`src/pkg/pmicsl_pkg.sv`:
```
// Package of constants and types for the serial slave control port
// Notes on behaviour
// - Interface supply undervoltage resets the port and clears all control bits.
// - Clock and data inputs are filtered so short glitches are ignored.
// - Data falling while clock high is START and begins a transfer.
// - Data rising while clock high is STOP and commits new command data.
// - Bytes are eight bits, MSB first, then a ninth acknowledge clock.
// - Write: acknowledge address and both bytes; read: acknowledge address only.
// - Acknowledge holds data low through the whole acknowledge clock high phase.
// - After the status byte data is released; missing master acknowledge is harmless.
// - Respond to address 0001001; byte 0x12 writes, 0x13 reads.
// - A write is address byte, sub-address byte, then one data byte.
// - Data byte for sub-address 0x00 enters the holding latch when its acknowledge is given.
// - Holding data survives repeated STARTs; command latches load only at STOP.
// - After read acknowledge, eight status bits go out; STOP not needed.
// - Control bits clear at power-up, supply undervoltage and power-down state.
// - Bits B2..B4 select burst (1) or pulse-skipping (0) per buck.
// - Bits B6:B5 pick common slew rate 1, 2, 4 or 8 ns.
// - Bits B0, B1 and B7 have no effect.
// - Status byte is sampled at the read address acknowledge.
// - Status: A0 charging, A2:A1 fault code, A3..A7 power-good flags.
package pmicsl_pkg;
  localparam logic [6:0] DEV_ADDR        = 7'h09;
  localparam logic [7:0] SUB_ADDR_CTRL   = 8'h00;
  localparam logic [7:0] CTRL_RESET      = 8'h00;
  localparam int         BIT_BUCK1_BURST = 2;
  localparam int         BIT_BUCK2_BURST = 3;
  localparam int         BIT_BUCK3_BURST = 4;
  localparam int         BIT_SLEW_LOW    = 5;
  localparam int         BIT_SLEW_HIGH   = 6;
  localparam int         BYTE_BITS       = 8;
  localparam int         SYNC_STAGES     = 2;
  localparam int         CLK_PERIOD_NS   = 25;
  localparam int         GLITCH_NS       = 50;
  // Level must stand this many samples; shorter spikes are dropped
  localparam int         FILT_CYCLES     =
    (GLITCH_NS + CLK_PERIOD_NS - 1) / CLK_PERIOD_NS;
  localparam logic [1:0] SLEW_1NS        = 2'h0;
  localparam logic [1:0] SLEW_2NS        = 2'h1;
  localparam logic [1:0] SLEW_4NS        = 2'h2;
  localparam logic [1:0] SLEW_8NS        = 2'h3;

  typedef struct packed {
    logic [2:0] buck_power_good;
    logic [1:0] ldo_power_good;
    logic [1:0] charger_fault;
    logic       charging;
  } pmicsl_status_type;

  typedef struct packed {
    logic [1:0] switch_slew_sel;
    logic       buck3_burst_select;
    logic       buck2_burst_select;
    logic       buck1_burst_select;
  } pmicsl_ctrl_type;

  typedef struct packed {
    logic scl;
    logic sda;
  } pmicsl_bus_type;
endpackage : pmicsl_pkg

```
`src/rtl/pmicsl_slave.sv`:
```
// Two-wire serial slave port with buck control register and status read
`timescale 1ns/1ps
module pmicsl_slave (
  // Clock and reset
  input  wire logic                     clk_sys_i,
  input  wire logic                     resetn_i,
  // Serial bus pins
  input  wire logic                     scl_i,
  input  wire logic                     sda_i,
  output logic                          sda_o,
  output logic                          sda_oe_o,
  // Supply and power state
  input  wire logic                     interface_supply_uvlo_i,
  input  wire logic                     power_down_state_i,
  // Status inputs
  input  wire pmicsl_pkg::pmicsl_status_type status_i,
  // Regulator controls
  output logic                          buck1_burst_select_o,
  output logic                          buck2_burst_select_o,
  output logic                          buck3_burst_select_o,
  output logic [1:0]                    switch_slew_sel_o
);
  import pmicsl_pkg::*;

  // ************************************************************
  // Input conditioning
  // ************************************************************
  typedef enum {
    ST_IDLE, ST_ADDR, ST_ADDR_ACK, ST_SUB, ST_SUB_ACK,
    ST_DATA, ST_DATA_ACK, ST_TX, ST_TX_ACK, ST_IGNORE
  } pmicsl_state_type;

  pmicsl_bus_type   bus;
  pmicsl_bus_type   bus_q;
  pmicsl_ctrl_type  ctrl;
  logic [1:0]       pin_raw;
  logic [1:0]       pin_filt;
  pmicsl_status_type status_s1;
  pmicsl_status_type status_s2;
  logic             uvlo_s1;
  logic             uvlo_s2;
  logic             pdn_s1;
  logic             pdn_s2;
  logic             port_clear;

  // Bit 1 carries the clock line, bit 0 the data line
  assign pin_raw = {scl_i, sda_i};

  genvar gi;
  generate
    for (gi = 0; gi < 2; gi++) begin : g_filt
      pmicsl_filter u_filt (
        .clk_sys_i (clk_sys_i),
        .resetn_i  (resetn_i),
        .pin_i     (pin_raw[gi]),
        .level_o   (pin_filt[gi])
      );
    end
  endgenerate

  assign bus = pin_filt;

  // Supply, power state and status arrive from other domains
  always_ff @(posedge clk_sys_i or negedge resetn_i) begin
    if (!resetn_i) begin
      uvlo_s1 <= 1'b0;
      uvlo_s2 <= 1'b0;
      pdn_s1  <= 1'b0;
      pdn_s2  <= 1'b0;
      bus_q   <= '1;
      status_s1 <= '0;
      status_s2 <= '0;
    end else begin
      uvlo_s1 <= interface_supply_uvlo_i;
      uvlo_s2 <= uvlo_s1;
      pdn_s1  <= power_down_state_i;
      pdn_s2  <= pdn_s1;
      bus_q   <= bus;
      status_s1 <= status_i;
      status_s2 <= status_s1;
    end
  end

  assign port_clear = uvlo_s2;

  // ************************************************************
  // Bus event detection
  // ************************************************************
  logic start_det;
  logic stop_det;
  logic scl_rise;
  logic scl_fall;

  assign start_det = bus.scl && bus_q.scl && bus_q.sda && !bus.sda;
  assign stop_det  = bus.scl && bus_q.scl && !bus_q.sda && bus.sda;
  assign scl_rise  = bus.scl && !bus_q.scl;
  assign scl_fall  = !bus.scl && bus_q.scl;

  // ************************************************************
  // Protocol state machine
  // ************************************************************
  pmicsl_state_type state;
  pmicsl_state_type next_state;
  logic [7:0]       shreg;
  logic [7:0]       next_shreg;
  logic [3:0]       bitcnt;
  logic [3:0]       next_bitcnt;
  logic             sub_ok;
  logic             next_sub_ok;
  logic             drive_low;
  logic             next_drive_low;
  logic             hold_load;
  logic             commit;
  logic             shreg_is_read;
  logic             next_is_read;

  function automatic logic addr_match(input logic [7:0] b);
    addr_match = (b[7:1] == DEV_ADDR);
  endfunction : addr_match

  always_comb begin
    next_state     = state;
    next_shreg     = shreg;
    next_bitcnt    = bitcnt;
    next_sub_ok    = sub_ok;
    next_drive_low = drive_low;
    hold_load      = 1'b0;
    commit         = 1'b0;
    if (start_det) begin
      next_state     = ST_ADDR;
      next_bitcnt    = 4'h0;
      next_drive_low = 1'b0;
    end else if (stop_det) begin
      next_state     = ST_IDLE;
      next_drive_low = 1'b0;
      commit         = 1'b1;
    end else begin
      case (state)
        ST_ADDR, ST_SUB, ST_DATA: begin
          if (scl_rise) begin
            next_shreg  = {shreg[6:0], bus.sda};
            next_bitcnt = bitcnt + 4'h1;
          end
          if (scl_fall && bitcnt == 4'(BYTE_BITS)) begin
            next_bitcnt = 4'h0;
            if (state == ST_ADDR) begin
              if (addr_match(shreg)) begin
                next_drive_low = 1'b1;
                next_state     = ST_ADDR_ACK;
                if (shreg[0]) begin
                  next_shreg = status_s2;
                end
              end else begin
                next_state = ST_IGNORE;
              end
            end else if (state == ST_SUB) begin
              next_sub_ok    = (shreg == SUB_ADDR_CTRL);
              next_drive_low = 1'b1;
              next_state     = ST_SUB_ACK;
            end else begin
              next_drive_low = 1'b1;
              hold_load      = sub_ok;
              next_state     = ST_DATA_ACK;
            end
          end
        end
        ST_ADDR_ACK, ST_SUB_ACK, ST_DATA_ACK: begin
          // Release only after the ninth clock falls
          if (scl_fall) begin
            next_drive_low = 1'b0;
            case (state)
              ST_ADDR_ACK: begin
                if (shreg_is_read) begin
                  next_state     = ST_TX;
                  next_drive_low = !shreg[7];
                end else begin
                  next_state = ST_SUB;
                end
              end
              ST_SUB_ACK: next_state = ST_DATA;
              default:    next_state = ST_IGNORE;
            endcase
          end
        end
        ST_TX: begin
          if (scl_fall) begin
            next_bitcnt = bitcnt + 4'h1;
            next_shreg  = {shreg[6:0], 1'b1};
            if (bitcnt == 4'(BYTE_BITS - 1)) begin
              next_drive_low = 1'b0;
              next_state     = ST_TX_ACK;
            end else begin
              next_drive_low = !shreg[6];
            end
          end
        end
        ST_TX_ACK: begin
          // Master answer is not examined
          if (scl_fall) begin
            next_state = ST_IGNORE;
          end
        end
        default: begin
          next_drive_low = 1'b0;
        end
      endcase
    end
  end

  // Read direction remembered apart from the shifted status
  always_comb begin
    next_is_read = shreg_is_read;
    if (state == ST_ADDR && scl_fall && bitcnt == 4'(BYTE_BITS)) begin
      next_is_read = shreg[0];
    end
  end

  always_ff @(posedge clk_sys_i or negedge resetn_i) begin
    if (!resetn_i) begin
      state         <= ST_IDLE;
      shreg         <= 8'h00;
      bitcnt        <= 4'h0;
      sub_ok        <= 1'b0;
      drive_low     <= 1'b0;
      shreg_is_read <= 1'b0;
    end else if (port_clear) begin
      state         <= ST_IDLE;
      shreg         <= 8'h00;
      bitcnt        <= 4'h0;
      sub_ok        <= 1'b0;
      drive_low     <= 1'b0;
      shreg_is_read <= 1'b0;
    end else begin
      state         <= next_state;
      shreg         <= next_shreg;
      bitcnt        <= next_bitcnt;
      sub_ok        <= next_sub_ok;
      drive_low     <= next_drive_low;
      shreg_is_read <= next_is_read;
    end
  end

  // Open drain: only low is ever driven
  assign sda_o    = 1'b0;
  assign sda_oe_o = drive_low;

  // ************************************************************
  // Control register
  // ************************************************************
  pmicsl_ctrl_reg u_ctrl (
    .clk_sys_i   (clk_sys_i),
    .resetn_i    (resetn_i),
    .clear_i     (port_clear || pdn_s2),
    .hold_load_i (hold_load),
    .hold_data_i (shreg),
    .commit_i    (commit),
    .ctrl_o      (ctrl)
  );

  assign buck1_burst_select_o = ctrl.buck1_burst_select;
  assign buck2_burst_select_o = ctrl.buck2_burst_select;
  assign buck3_burst_select_o = ctrl.buck3_burst_select;
  assign switch_slew_sel_o    = ctrl.switch_slew_sel;

  // ************************************************************
  // Checks
  // ************************************************************
  a_ack_held: assert property (@(posedge clk_sys_i)
    disable iff (!resetn_i || port_clear)
    (state == ST_ADDR_ACK || state == ST_SUB_ACK || state == ST_DATA_ACK)
      && bus.scl && !start_det && !stop_det |-> sda_oe_o)
    else $error("Acknowledge not held during clock high");
  a_no_ack_miss: assert property (@(posedge clk_sys_i)
    disable iff (!resetn_i)
    state == ST_IGNORE |-> !sda_oe_o)
    else $error("Data driven while ignoring transfer");
  a_tx_release: assert property (@(posedge clk_sys_i)
    disable iff (!resetn_i)
    state == ST_TX_ACK |-> !sda_oe_o)
    else $error("Data not released for master acknowledge");
  a_start_goes: assert property (@(posedge clk_sys_i)
    disable iff (!resetn_i || port_clear)
    start_det |=> state == ST_ADDR && bitcnt == 4'h0)
    else $error("START not taken");
  a_stop_idle: assert property (@(posedge clk_sys_i)
    disable iff (!resetn_i || port_clear)
    stop_det && !start_det |=> state == ST_IDLE && !sda_oe_o)
    else $error("STOP not taken");
  a_uvlo_clear: assert property (@(posedge clk_sys_i)
    disable iff (!resetn_i)
    port_clear |=> state == ST_IDLE && !sda_oe_o)
    else $error("Port not cleared under undervoltage");
  a_pdn_clear: assert property (@(posedge clk_sys_i)
    disable iff (!resetn_i)
    pdn_s2 |=> !buck1_burst_select_o && !buck2_burst_select_o
      && !buck3_burst_select_o && switch_slew_sel_o == SLEW_1NS)
    else $error("Controls not cleared in power-down");
  a_status_load: assert property (@(posedge clk_sys_i)
    disable iff (!resetn_i || port_clear)
    state == ST_ADDR && next_state == ST_ADDR_ACK && shreg[0]
      |=> shreg == $past(status_s2))
    else $error("Status not sampled at read acknowledge");
endmodule : pmicsl_slave

```
`src/rtl/pmicsl_filter.sv`:
```
// Two-flop synchroniser followed by a stability glitch filter
`timescale 1ns/1ps
module pmicsl_filter (
  // Clock and reset
  input  wire logic clk_sys_i,
  input  wire logic resetn_i,
  // Raw pin and filtered level
  input  wire logic pin_i,
  output logic      level_o
);
  import pmicsl_pkg::*;

  logic [SYNC_STAGES-1:0] sync;
  logic [2:0]             cnt;
  logic [2:0]             next_cnt;
  logic                   next_level;

  // Idle bus is high, so reset to high
  always_ff @(posedge clk_sys_i or negedge resetn_i) begin
    if (!resetn_i) begin
      sync <= '1;
    end else begin
      sync <= {sync[0], pin_i};
    end
  end

  always_comb begin
    next_cnt   = 3'h0;
    next_level = level_o;
    if (sync[1] != level_o) begin
      next_cnt = cnt + 3'h1;
      if (cnt == 3'(FILT_CYCLES - 1)) begin
        next_level = sync[1];
        next_cnt   = 3'h0;
      end
    end
  end

  always_ff @(posedge clk_sys_i or negedge resetn_i) begin
    if (!resetn_i) begin
      cnt     <= 3'h0;
      level_o <= 1'b1;
    end else begin
      cnt     <= next_cnt;
      level_o <= next_level;
    end
  end

  a_filter_glitch: assert property (@(posedge clk_sys_i)
    disable iff (!resetn_i)
    $changed(level_o) |-> $past(sync[1], 1) == level_o)
    else $error("Filtered level changed without stable input");
endmodule : pmicsl_filter

```
`src/rtl/pmicsl_ctrl_reg.sv`:
```
// Holding latch and command latches of the buck control register
`timescale 1ns/1ps
module pmicsl_ctrl_reg (
  // Clock and reset
  input  wire logic                   clk_sys_i,
  input  wire logic                   resetn_i,
  // Clears
  input  wire logic                   clear_i,
  // Load strobes and data
  input  wire logic                   hold_load_i,
  input  wire logic [7:0]             hold_data_i,
  input  wire logic                   commit_i,
  // Command latch outputs
  output pmicsl_pkg::pmicsl_ctrl_type ctrl_o
);
  import pmicsl_pkg::*;

  logic [7:0] hold;
  logic [7:0] cmd;
  logic [7:0] next_hold;
  logic [7:0] next_cmd;

  always_comb begin
    next_hold = hold;
    next_cmd  = cmd;
    if (clear_i) begin
      next_hold = CTRL_RESET;
      next_cmd  = CTRL_RESET;
    end else begin
      if (hold_load_i) begin
        next_hold = hold_data_i;
      end
      if (commit_i) begin
        next_cmd = hold;
      end
    end
  end

  always_ff @(posedge clk_sys_i or negedge resetn_i) begin
    if (!resetn_i) begin
      hold <= CTRL_RESET;
      cmd  <= CTRL_RESET;
    end else begin
      hold <= next_hold;
      cmd  <= next_cmd;
    end
  end

  // Unused bits B0, B1, B7 never reach an output
  assign ctrl_o.buck1_burst_select = cmd[BIT_BUCK1_BURST];
  assign ctrl_o.buck2_burst_select = cmd[BIT_BUCK2_BURST];
  assign ctrl_o.buck3_burst_select = cmd[BIT_BUCK3_BURST];
  assign ctrl_o.switch_slew_sel    =
    {cmd[BIT_SLEW_HIGH], cmd[BIT_SLEW_LOW]};

  a_commit_copy: assert property (@(posedge clk_sys_i)
    disable iff (!resetn_i)
    commit_i && !clear_i |=> cmd == $past(hold))
    else $error("Command latch did not take holding data at STOP");
  a_clear_all: assert property (@(posedge clk_sys_i)
    disable iff (!resetn_i)
    clear_i |=> cmd == CTRL_RESET && hold == CTRL_RESET)
    else $error("Control bits not cleared");
  a_hold_stable: assert property (@(posedge clk_sys_i)
    disable iff (!resetn_i)
    !hold_load_i && !clear_i |=> hold == $past(hold))
    else $error("Holding latch changed without load");
endmodule : pmicsl_ctrl_reg

```
`config.mk`:
```
export PLATFORM = sky130hd
export DESIGN_NAME = pmicsl_slave
export DESIGN_NICKNAME = d
export VERILOG_FILES = /design/src/pkg/pmicsl_pkg.sv /design/src/rtl/pmicsl_slave.sv /design/src/rtl/pmicsl_filter.sv /design/src/rtl/pmicsl_ctrl_reg.sv
export SDC_FILE = /design/constraint.sdc
export NUM_CORES = 1
export LEC_CHECK = 0
export ABC_AREA = 1
export BUFFER_PORTS_ARGS = -buffer_cell sky130_fd_sc_hd__buf_2
export CORE_UTILIZATION = 50
export DETAILED_ROUTE_END_ITERATION = 10
export GPL_TIMING_DRIVEN = 0
export HOLD_SLACK_MARGIN = 0.12
export PLACE_DENSITY = 0.8
export SLEW_MARGIN = 10
export SYNTH_ARGS = -nofsm -noshare
export SYNTH_HDL_FRONTEND = slang
export SYNTH_SLANG_ARGS = --single-unit
```
`constraint.sdc`:
```
create_clock -name clk_sys_i -period 3.9 [get_ports clk_sys_i]
set_input_delay 0 -clock clk_sys_i [delete_from_list [all_inputs] [get_ports clk_sys_i]]
set_output_delay 0 -clock clk_sys_i [all_outputs]
set_load 0.02 [all_outputs]
```
### Word-level counts from Yosys, hierarchy flattened

Index checks and enable logic that the tools add are counted.

* register bits: 95
* word-level logic and storage cells: 166
* input port bits: 14
* output and inout port bits: 7

* equality and inequality tests: 31
* muxes and demuxes: 68
* reduce and logical (&&, ||, !) cells: 36
* add/sub/neg operators: 3

Operators by type and width (number)
* two-way mux 32 bit: 9
* == test 32 x 3 -> 1 bit, second input constant: 5
* one-hot mux 32 bit (4 select lines): 1
* == test 32 x 2 -> 1 bit, second input constant: 3
* two-way mux 8 bit: 9
* one-hot mux 32 bit (2 select lines): 1
* == test 32 x 1 -> 1 bit, second input constant: 1
* == test 32 x 4 -> 1 bit, second input constant: 1
* != test 5 bit, second input constant: 6
* two-way mux 1 bit: 28
* two-way mux 4 bit: 7
* two-way mux 7 bit: 4
* one-hot mux 8 bit (2 select lines): 1
* two-way mux 3 bit: 5
* AND reduction 6 bit: 2
* nonzero test 2 bit: 6
* logical AND 1 bit: 10
* logical NOT 8 bit: 1
* != test 4 bit, second input constant: 2
* one-hot mux 4 bit (2 select lines): 1
* AND reduction 4 bit: 2
* == test 7 x 4 -> 1 bit, second input constant: 1
* nonzero test 7 bit: 1
* adder 3 x 1 -> 3 bit, second input constant: 2
* 17 further kinds: 29

### Depth between registers and ports, before layout

Gate-level depths: netlist of the first run.

* depth after elaboration: 11
* gate-level depth with buffers: 12

### Modules after synthesis

From an unflattened synthesis of the first run, not the netlist that was laid out.

* cell total of the unflattened synthesis: 386
* area, all modules: 3123.0 sq um

Modules (own cells, without submodules)
* pmicsl_slave: cells each 293, area an instance 2255.9 sq um, times used 1
* pmicsl_filter: cells each 25, area an instance 237.7 sq um, times used 2
* pmicsl_ctrl_reg: cells each 43, area an instance 391.6 sq um, times used 1

### Worst setup path before layout of the first run

OpenSTA, ideal clock, no wires.

* path kind: register -> register
* start: register bus_q[1] (netlist bit)
* end: register shreg[4]
* data required time: 3.784 ns
* setup time: 0.116 ns
* stages on the path, launching flop included: 10
* arrival: 1.359 ns
* setup slack: 2.424 ns
* path buffers: 0
* cell sequence: dfstp_2 inv_1 nor2_1 nand3_2 nor2_4 nand3_2 nand2_1 nand3_1 nand2_1 nand2_1

* longest elaborated chain between the ends: 11
* elaborated cells between the ends (all ways): 22
* classes of those cells: 3 x eq/ne; 9 x mux; 10 x reduce/logical

RTL lines
* from (decl): line pmicsl_slave.sv:34 `pmicsl_bus_type bus_q;`
* from (signal assigned): line pmicsl_slave.sv:78 `bus_q <= bus;`
* logical NOT 1 bit: line pmicsl_slave.sv:96 `assign scl_rise = bus.scl && !bus_q.scl;`
* logical AND 1 bit: line pmicsl_slave.sv:96
* two-way mux 8 bit: line pmicsl_slave.sv:140 `if (scl_rise) begin`
* two-way mux 8 bit: line pmicsl_slave.sv:150 `if (shreg[0]) begin`
* two-way mux 8 bit: line pmicsl_slave.sv:147 `if (addr_match(shreg)) begin`
* two-way mux 8 bit: line pmicsl_slave.sv:146 `if (state == ST_ADDR) begin`
* two-way mux 8 bit: line pmicsl_slave.sv:144 `if (scl_fall && bitcnt == 4'(BYTE_BITS)) begin`
* one-hot mux 8 bit (2 select lines): line pmicsl_slave.sv:138 `case (state)`
* two-way mux 8 bit: line pmicsl_slave.sv:133 `end else if (stop_det) begin`
* two-way mux 8 bit: line pmicsl_slave.sv:129 `if (start_det) begin`
* two-way mux 8 bit: line pmicsl_slave.sv:226 `end else if (port_clear) begin`
* to (signal assigned): line pmicsl_slave.sv:235 `shreg <= next_shreg;`
* to (decl): line pmicsl_slave.sv:104 `logic [7:0] shreg;`

Parallel ways exist; a longest one is shown, timed or not. The select of a mux whose other input is x is not followed.
A chain may end at the register's enable or synchronous reset.

### Worst setup path after layout of the first run

* start: register bus_q[1] (netlist bit)
* end: register shreg[1]

Same word-level chain as after synthesis.

==> metrics.md, run 1 <==
| Metric | Value |
|---|---|
| Status | finished, final reports clean |
| CTS tree | done |
| DRT Wirelength | 5914 um |
| Multi-input logic area | around 1200 um^2 |
| Maxcap violations | 0 |
| Clk root buf | clkbuf_8 |
| Synth Area in Adders | 0.008313 |
| Setup Skew | 0.009203 ns |
| Post_cts resized | 0 |
| Area contributors post-synth | dfrtp_1, nand2_1, dfstp_2, inv_1, nand3_1 |
| CP max FO | 10 |
| Synthesized flop and latch total | 63 |
| Post-synthesis cell type count | 30 |
| Most frequent CP cell | nand2_1 |
| Non-filler cells, final | 480 |
| Ant. Diodes | 0 |
| Via count | around 2,500 |
| Multiplexer share of the synthesized area | 0 |
| Crit Path Class | register to register |
| IO Pins | 21 |
| Hold Vio Cnt, Final | 0 |
| Total CTS buffers | 9 |
| Slowest library cell on the worst path | dfstp_2 |
| Vias in the first global route | 2,435 |
| Drt drc | 0 |
| Synthesized cell area | 3010 um^2 |
| Final Setup Violations | 0 |
| Synth Area in XOR/XNOR | 0.008728 |
| Wire per inst | 12.32 um |
| Total track usage | 0.2154 |
| R2R depth | 9 |
| Worst-Skew Late Latency | between 0.3 and 0.4 ns |
| Slew margin rel. | 0.5005 |
| Sequential share of the synthesized area | 0.5270 |
| CP arrival | 2.03 ns |
| Pwr/cell area | around 600 nW/um^2 |
| Total number of yosys warnings | 0 |
| Rows | 27 |
| Post-Syn Area per Cell | 8.362 um^2 |
| Final worst path period need | 1.797 ns |
| Dpl cells | roughly 450 |
| Hold_ws | 0.2503 ns |
| Pre-Repair DR Iteration Count | 4 |
| Crit-path cells | inv_1 -> nor2_1 -> nand3_2 -> nor2_4 -> nand3_2 -> nand2_1 -> nand3_1 -> nand2_1 -> nand2_1 |
| Number of H-tree levels | 3 |
| Compound-cell area share of the yosys netlist | 0.09310 |
| Launch point of the worst path | bus_q[1] |
| R2R setup slack | 2.10 ns |
| Grt total ovfl | 0 |
| Post-synthesis simple-gate area fraction | 0.2880 |
| Die height | 79.60 um |
| EDFF count, synth | 0 |
| CTS clock-pin slew for the worst setup and hold paths | 0.07 ns |
| Syn nets | 376 |
| First-pass GRT wire length | a little over 10,000 um |
| Async S/R FF share, synth | 1.000 |
| Ys flop type | dfrtp_1 |
| Core box area | 5642 um^2 |
| Initial antenna violation count | 0 |
| Pins over their slew limit | 0 |
| Hpwl dp | between 4000 and 5000 um |
| Layout area overhead | 17.12% |
| VDD IR max | 364.0 uV |
| Post-Syn Instances | 360 |
| Required time worst endpoint | 4.13 ns |
| Clock sinks | between 60 and 70 |
| Crit. End Element | register |
| RSZ-0062 raised after global routing | false |
| CTS max path bufs | 2 |
| Tightest Pin Transition | 0.7493 ns |
| Detail Route Antenna Nets | 0 |
| Sequential Area | approximately 1600 um^2 |
| Combinational family with the most area after synthesis | simple AND/OR/NAND/NOR gates |
| Buffers added on ports | 19 |
| Worst hold-check path type | primary input to async pin |
| Final GP Congestion | 0.8975 |
| Crit start category | register |
| Starting DRC count in detailed routing | around 150 |
| Leading area contributor after synthesis | dfrtp_1 |
| Crit-path max cell delay | 0.57 ns |
| Final period util | 0.4607 |
| Total die area | 6335 um^2 |
| Fraction of layout cells with a size suffix above 1 | 0.1789 |
| Launch point of the worst reg-to-reg path | bus_q[1] |
| Largest net degree at the start of global routing | 64 |
| Leak Pwr | 1.769 nW |
| Total power | 2.115 mW |
| Die width | 79.60 um |
| Initial Utilization | 0.5336 |
| Area share of the largest cell type after synthesis | 0.4572 |
| Setup TNS | 0 ns |
| Post-CTS Setup Bufs | 0 |
| FMAX | 0.5565 GHz |
| Vias per cell | around 5.3 |
| FILL cells | 466 |
| RR Endpoint | shreg[1] |
| NumNets Final | 419 |
## where the power goes
| group | total, mW | internal, mW | switching (mW) |
|---|---|---|---|
| Sequential | 0.843 | 0.757 | 0.0856 |
| Clock | 0.557 | 0.295 | 0.262 |
| Combinational | 0.715 | 0.244 | 0.472 |
## flip-flops by register name, indices dropped and copies added, names as in the netlist, 2 cells and up
| name | flops |
|---|---|
| bitcnt | 4 |
| u_ctrl.hold | 5 |
| g_filt.u_filt.cnt | 6 |
| state | 4 |
| g_filt.u_filt.sync | 4 |
| status_s1 | 8 |
| g_filt.u_filt.level_o | 2 |
| u_ctrl.cmd | 5 |
| shreg | 8 |
| status_s2 | 8 |
| bus_q | 2 |
## cell families (layout without fill, tap and decap cells)
group	count (synthesis)	count (layout)
simple gates	183	183
buf+inv	56	104
fa+ha+maj	2	2
compound gates	52	52
xor+xnor	3	3
flops	63	63
other cells	1	1
## cells in the final DEF (no fill, tap or decap), drive strengths merged, types with 5 or more instances in the layout
cell type,netlist,final
nor2,35,35
dlygate4sd3,0,13
nand3,29,29
nand2,96,96
a21oi,18,18
o21ai,33,33
dfstp,8,8
clkbuf,2,11
inv,49,49
nor3,5,5
dfrtp,55,55
clkinv,0,5
nand4,15,15
buf,5,24
## critical path, delay by kind of cell (launching register included)
| kind | cells | cell delay [ns] |
|---|---|---|
| DFF | 1 | 0.57 |
| and+or+nand+nor | 8 | 1.07 |
| buffers and inverters | 1 | 0.06 |
## timing repair
| action | 4_1_cts | 5_1_grt |
|---|---|---|
| hold buffers | 13 | 0 |
| endpoints found under the setup margin | 0 | 0 |
| endpoints found under the hold margin | 67 | 0 |
## layer usage
| layer | vias up | global-route usage | share of wire |
|---|---|---|---|
| met5 | - | 0 | 0 |
| met4 | 0 | 0.1327 | 0.022 |
| met3 | 11 | 0.05371 | 0.043 |
| met2 | 66 | 0.3504 | 0.47 |
| met1 | 1196 | 0.2551 | 0.46 |
| li1 | 1248 | - | - |
## cell usage after synthesis (2+ instances only)
| cell | count |
|---|---|
| nor2_2 | 3 |
| nor2_4 | 2 |
| dfstp_2 | 8 |
| nor3_1 | 4 |
| buf_4 | 2 |
| nand2_1 | 91 |
| buf_2 | 3 |
| clkbuf_1 | 2 |
| a21oi_1 | 17 |
| ha_1 | 2 |
| nand2_2 | 5 |
| nand3_2 | 5 |
| nand3b_1 | 2 |
| nand4_1 | 14 |
| inv_2 | 5 |
| o21ai_1 | 12 |
| inv_1 | 44 |
| nor2_1 | 30 |
| o21ai_0 | 21 |
| dfrtp_1 | 55 |
| nand3_1 | 23 |
| xnor2_1 | 2 |
## how the worst max path moves through the flow
stage / endpoint / cells past startpoint
final: shreg[1] / 9
after global routing: shreg[4] / 9
after CTS: shreg[1] / 9
after detailed placement: shreg[1] / 9
after global placement: shreg[4] / 9
after floorplan: shreg[4] / 9
## through the flow
step / area, um^2 / worst slack [ns] / utilization
floorplan: 3010 / 2.424 / -
global placement: 3196 / 2.159 / 0.5664
detailed placement: 3198 / 2.120 / 0.5669
CTS: 3526 / 2.116 / 0.6250
global route: 3526 / 1.954 / 0.6250
finish: 3526 / 2.103 / 0.6250
## final cells by class
cell class,count,share of cell area
Sequential cell,63,0.4500
Multi-Input combinational cell,241,0.3410
Timing Repair Buffer,32,0.06458
Inverter,49,0.05216
Clock buffer,9,0.03513
Tap cell,72,0.02555
Clock inverter,7,0.02094
Buffer,7,0.01065
No activity file was read; power rests on OpenSTA's default activity.
==> inputs of run 2 (changes only) <==
- clock period: 3.9 -> 1.7 ns (I/O delays scaled with it)
==> run 2 against run 1 <==
  * Register-to-register slack worse by 2.1 ns
  * Sequential share of layout area is 2.2 points lower
  * Maximum frequency is 6.1% higher
  * Die area stayed put
  * Clock skew is 0.0016 ns higher
==> metrics.md, run 2 (synthesis results as in run 1) <==
| Metric | Value |
|---|---|
| Status | finished, final reports clean |
| CTS max path bufs | 2 |
| CP arrival | 1.93 ns |
| Hold_ws | roughly 0.25 ns |
| Pre-CTS WS | -0.07999 ns |
| Vias per cell | about 5.2 |
| VDD IR max | between 800 and 900 uV |
| Hpwl dp | 4030 um |
| Pre-Repair DR Iteration Count | 4 |
| Drt drc | 0 |
| Crit. End Element | register |
| R2R depth | 8 |
| Post-layout util | 0.6567 |
| P_sw | 1.985 mW |
| Initial Utilization | 0.5336 |
| R2R setup slack | 0.006 ns |
| DRT Wirelength | 6250 um |
| Core box area | 5642 um^2 |
| Final worst path period need | 1.694 ns |
| FILL cells | roughly 440 |
| Slew margin rel. | 0.4964 |
| Hold Vio Cnt, Final | 0 |
| Tightest Pin Transition | 0.7554 ns |
| Placed Area | about 3200 um^2 |
| Required time worst endpoint | 1.94 ns |
| Clock share of power | 0.252 |
| Final GP Congestion | 0.8975 |
| Final Setup Violations | 0 |
| Worst hold-check path type | primary input to async pin |
| Starting DRC count in detailed routing | 176 |
| FMAX | just under 0.6 GHz |
| Crit Path Class | register to register |
| Post-layout worst setup margin | 0.005703 ns |
| Worst-Skew Late Latency | approximately 0.35 ns |
| Fraction of layout cells with a size suffix above 1 | 0.2388 |
| Seq pwr share | 0.380 |
| Pwr/cell area | 1378 nW/um^2 |
| Top Registers | shreg x8, status_s1 x8, status_s2 x8 |
| Clk root buf | clkbuf_8 |
| Total track usage | 0.2172 |
| Leak Pwr | between 1.5 and 2 nW |
| Pint | 3.120 mW |
| Via count | 2,598 |
| Layout area overhead | 23.07% |
| Total die area | around 6300 um^2 |
| CTS clock-pin slew for the worst setup and hold paths | ~0.07 ns |
| Most common cell after layout, fill and taps aside | nand2_1 |
| Switching Fraction | 0.3888 |
| Rows | 27 |
| Ant. Diodes | 0 |
| Launch point of the worst reg-to-reg path | g_filt[1].u_filt.level_o |
| RSZ-0062 raised after global routing | true |
| Number of H-tree levels | 3 |
| Final period util | 0.9966 |
| Maxcap violations | 0 |
| Die height | 79.60 um |
| Vias in the first global route | around 2,500 |
| Die width | between 70 and 80 um |
| Total CTS buffers | 9 |
| Buffers added on ports | 19 |
| Grt total ovfl | 0 |
| Crit start category | register |
| Wire per inst | around 13 um |
| Initial antenna violation count | 0 |
| Detail Route Antenna Nets | 0 |
| CTS tree | done |
| Most frequent cells in the layout | nand2_1, dfrtp_1, inv_1, nor2_1, nand3_1 |
| First-pass GRT wire length | 10,330 um |
| Logic pwr share | 0.368 |
| CP max FO | 7 |
| Clock sinks | 63 |
| Pins over their slew limit | 0 |
| RR Endpoint | state[1] |
| Total power | 5.105 mW |
| Setup Skew | 0.01081 ns |
| Largest net degree at the start of global routing | 64 |
| NumNets Final | 434 |
| IO Pins | 21 |
| Design Area, Final | about 3700 um^2 |
## run 2: changes by cell type in the layout (fill, tap and decap cells not counted), sizes merged
cell	delta
buf	+15
## run 2: power groups by stage
stage          Combinational [mW]  Sequential [mW]  Clock [mW]
3_3_place_gp                 1.54             1.95           0
3_5_place_dp                 1.59             1.96           0
5_1_grt                      2.10             1.97        1.37
2_1_floorplan                1.26             1.93           0
6_report                     1.88             1.94        1.28
4_1_cts                      1.65             1.93        1.31
## run 2: how the worst max path moves through the flow
stage	start	end	slack [ns]
floorplan	bus_q[1]	shreg[4]	0.22
global placement	bus_q[1]	shreg[4]	-0.04
detailed placement	bus_q[1]	shreg[1]	-0.08
CTS	bus_q[1]	shreg[1]	0.02
global route	g_filt[1].u_filt.level_o	bitcnt[0]	-0.06
finish	g_filt[1].u_filt.level_o	state[1]	0.006
## run 2: stage by stage
stage	TNS, ns	std cells
3_3_place_gp	-0.08697	451
4_1_cts	0	485
3_5_place_dp	-0.2091	451
2_1_floorplan	0	360
6_report	0	495
5_1_grt	-0.7023	495
## run 2: repair_timing
| action | 4_1_cts | 5_1_grt |
|---|---|---|
| resized for setup | 3 | 18 |
| setup endpoints to repair | 6 | 22 |
| hold endpoints to repair | 67 | 0 |
| hold buffers | 13 | 0 |
| pin swaps | 3 | 7 |
| setup buffers | 5 | 10 |
## run 2: worst max-delay path, cell delays in order (launching register included)
cell     delay (ns)
dfstp_2        0.62
nand2_2        0.08
nor3_4         0.29
buf_4          0.17
nor2_4         0.06
nand2_2        0.09
nand3_4        0.12
nand2_1        0.09
o21ai_1        0.06
## run 2: area by class of cell
class | instances | area [um^2] | area share
clock buffers | 9 | 123.9 | 0.03343
repair buffers | 47 | 340.3 | 0.09186
flip-flops and latches | 63 | 1587 | 0.4282
multi-input cells | 241 | 1267 | 0.3421
well taps | 72 | 90.09 | 0.02432
plain buffers | 7 | 38.79 | 0.01047
clock inverters | 7 | 73.82 | 0.01993
inverters | 49 | 183.9 | 0.04965
## run 2: routing by layer
metal	wire (um)	GRT usage	vias to the layer above
met3	301	0.05371	15
li1	-	-	1276
met1	2778	0.2588	1231
met4	152	0.1327	0
met5	0	0	-
met2	3018	0.3521	76
==> inputs of run 3 (changes only) <==
- CORE_ASPECT_RATIO: not set -> 1.4
==> run 3 against run 2 <==
  * The flow now finishes with violations (design-rule violations)
  * Design area grew 0.57%
  * Via count shrank 0.69%
  * Wire length grew 0.54%
  * Cell count shrank 1.4%
  * Die area is essentially flat
  * Non-clock buffer count shrank 5
  * Worst hold slack gained 0.015 ns
  * Count of clock-buffer cells in the layout grew 4
  * Maximum frequency grew 3.1%
  * Core utilization shrank 1.7 points
==> metrics.md, run 3 (synthesis results as in run 1) <==
| Metric | Value |
|---|---|
| Hpwl dp | 4288 um |
| Final Setup Violations | 0 |
| Crit. End Element | register |
| Worst-Skew Late Latency | around 0.34 ns |
| Launch point of the worst path | g_filt[1].u_filt.level_o |
| Pre-Repair DR Iteration Count | 7 |
| Clk root buf | clkbuf_8 |
| Maxcap violations | 0 |
| Total die area | 6340 um^2 |
| Setup TNS | 0 ns |
| Total power | 5.091 mW |
| Post-layout util | 0.6400 |
| Grt total ovfl | 0 |
| IO Pins | 21 |
| RR Endpoint | sda_oe_o |
| First-pass GRT wire length | 10,580 um |
| Number of H-tree levels | 3 |
| Top Registers | shreg x8, status_s1 x8, status_s2 x8 |
| R2R depth | 10 |
| Layout area overhead | 23.77% |
| Vias in the first global route | ~2,600 |
| CP max FO | 8 |
| FMAX | between 0.6 and 0.7 GHz |
| CTS clock-pin slew for the worst setup and hold paths | 0.07 ns |
| Clock sinks | 63 |
| Wire per inst | 12.88 um |
| Failing checks | design-rule violations |
| Die height | 93.81 um |
| Final GP Congestion | a little over 0.9 |
| Required time worst endpoint | 1.94 ns |
| CP arrival | about 1.9 ns |
| Initial antenna violation count | 0 |
| Dpl cells | 449 |
| FILL cells | 477 |
| CTS max path bufs | 2 |
| R2R setup slack | between 0.05 and 0.06 ns |
| Buffers added on ports | 19 |
| Hold Vio Cnt, Final | 0 |
| Pins over their slew limit | 0 |
| Via count | 2,580 |
| Status | complete, but fails checks |
| Leak Pwr | 1.839 nW |
| Crit start category | register |
| CTS tree | done |
| RSZ-0062 raised after global routing | true |
| Drt drc | 2 |
| DRT Wirelength | 6284 um |
| Ant. Diodes | 0 |
| Non-filler cells, final | 488 |
| Crit Path Class | register to register |
| Detail Route Antenna Nets | 0 |
| Post-layout worst setup margin | approximately 0.057 ns |
| Fraction of layout cells with a size suffix above 1 | 0.2368 |
| Core box area | 5822 um^2 |
| NumNets Final | approximately 430 |
| Most frequent cells in the layout | nand2_1, dfrtp_1, inv_1, nor2_1, nand3_1 |
| Pre-CTS WS | -0.04262 ns |
| Final period util | 0.9668 |
| Worst setup path end | sda_oe_o |
| Worst hold-check path type | primary input to async pin |
| Die width | 67.58 um |
| Setup Skew | 0.01036 ns |
| Rows | 33 |
| Slew margin rel. | 0.4995 |
| Initial Utilization | 0.5171 |
| Vias per cell | 5.287 |
| Total CTS buffers | 9 |
| VDD IR max | 941.0 uV |
| Largest net degree at the start of global routing | 64 |
| Final worst path period need | between 1.5 and 2 ns |
| Starting DRC count in detailed routing | 116 |
| Total track usage | 0.2282 |
| Most common cell after layout, fill and taps aside | nand2_1 |
| Tightest Pin Transition | around 0.75 ns |
| Pwr/cell area | 1366 nW/um^2 |
| Launch point of the worst reg-to-reg path | g_filt[1].u_filt.level_o |
==> run 3: changes by cell type in the layout (fill, tap and decap cells not counted), moves of 2 or more <==
| cell | delta |
|---|---|
| clkbuf_8 | +2 |
| nand2_4 | +2 |
| inv_1 | -2 |
| o21ai_0 | -3 |
| o21ai_1 | +3 |
| clkinv_4 | -3 |
| nand3_2 | -2 |
| clkbuf_1 | +2 |
| buf_12 | +3 |
| buf_4 | -8 |
| nand3_4 | +2 |
==> run 3: worst min path at each step <==
stage | cells past startpoint | slack, ns | to | startpoint
after floorplan | 0 | -0.30 | bitcnt[0] | resetn_i
after global placement | 1 | 0.10 | g_filt[0].u_filt.sync[0] | sda_i
after detailed placement | 1 | 0.11 | g_filt[1].u_filt.sync[0] | scl_i
after CTS | 2 | 0.28 | status_s1[6] | status_i[6]
after global routing | 2 | 0.28 | status_s1[5] | status_i[5]
final | 2 | 0.27 | u_ctrl.cmd[4] | resetn_i
==> run 3: area by class of cell <==
cell class / count / area [um^2] / area share
Multi-Input combinational cell: 241 / 1306 / 0.3506
Clock inverter: 3 / 17.52 / 0.004701
Timing Repair Buffer: 42 / 340.3 / 0.09134
Buffer: 7 / 41.29 / 0.01108
Sequential cell: 63 / 1588 / 0.4261
Inverter: 49 / 186.4 / 0.05003
Tap cell: 70 / 87.58 / 0.02351
Clock buffer: 13 / 158.9 / 0.04265
==> run 3: power breakdown <==
group          switching [mW]  leakage [nW]  internal [mW]  total, mW
sequential              0.223         0.794           1.74       1.96
clock                   0.543        0.0894          0.604       1.15
combinational            1.22         0.956          0.760       1.98
==> run 3: critical path, stage by stage (launching register included) <==
cell and delay, ns:
dfstp_2 0.64, nand2_2 0.09, nor3_4 0.16, buf_12 0.14, nor2_4 0.04, buf_12 0.14
buf_4 0.14, nand2_2 0.04, o21ai_1 0.05, nand2_1 0.06, inv_1 0.03
==> run 3: routing by layer <==
metal	global-route usage	wire (um)	vias up
met4	0.1436	153	0
met5	0	0	-
met2	0.3680	3436	74
met3	0.07160	262	17
met1	0.2532	2432	1224
li1	-	-	1265
==> run 3: per-stage QoR <==
step           hold slack [ns]  cell area [um^2]
4_1_cts                 0.2829              3557
2_1_floorplan          -0.2956              3010
6_report                0.2651              3726
5_1_grt                 0.2781              3726
3_5_place_dp            0.1061              3196
3_3_place_gp            0.1048              3193
==> run 3: repair_timing <==
item | 4_1_cts | 5_1_grt
gates resized for setup | 0 | 36
setup endpoints to repair | 6 | 22
buffers inserted | 4 | 6
hold buffers | 13 | 0
pin swaps | 3 | 9
endpoints found under the hold margin | 67 | 0
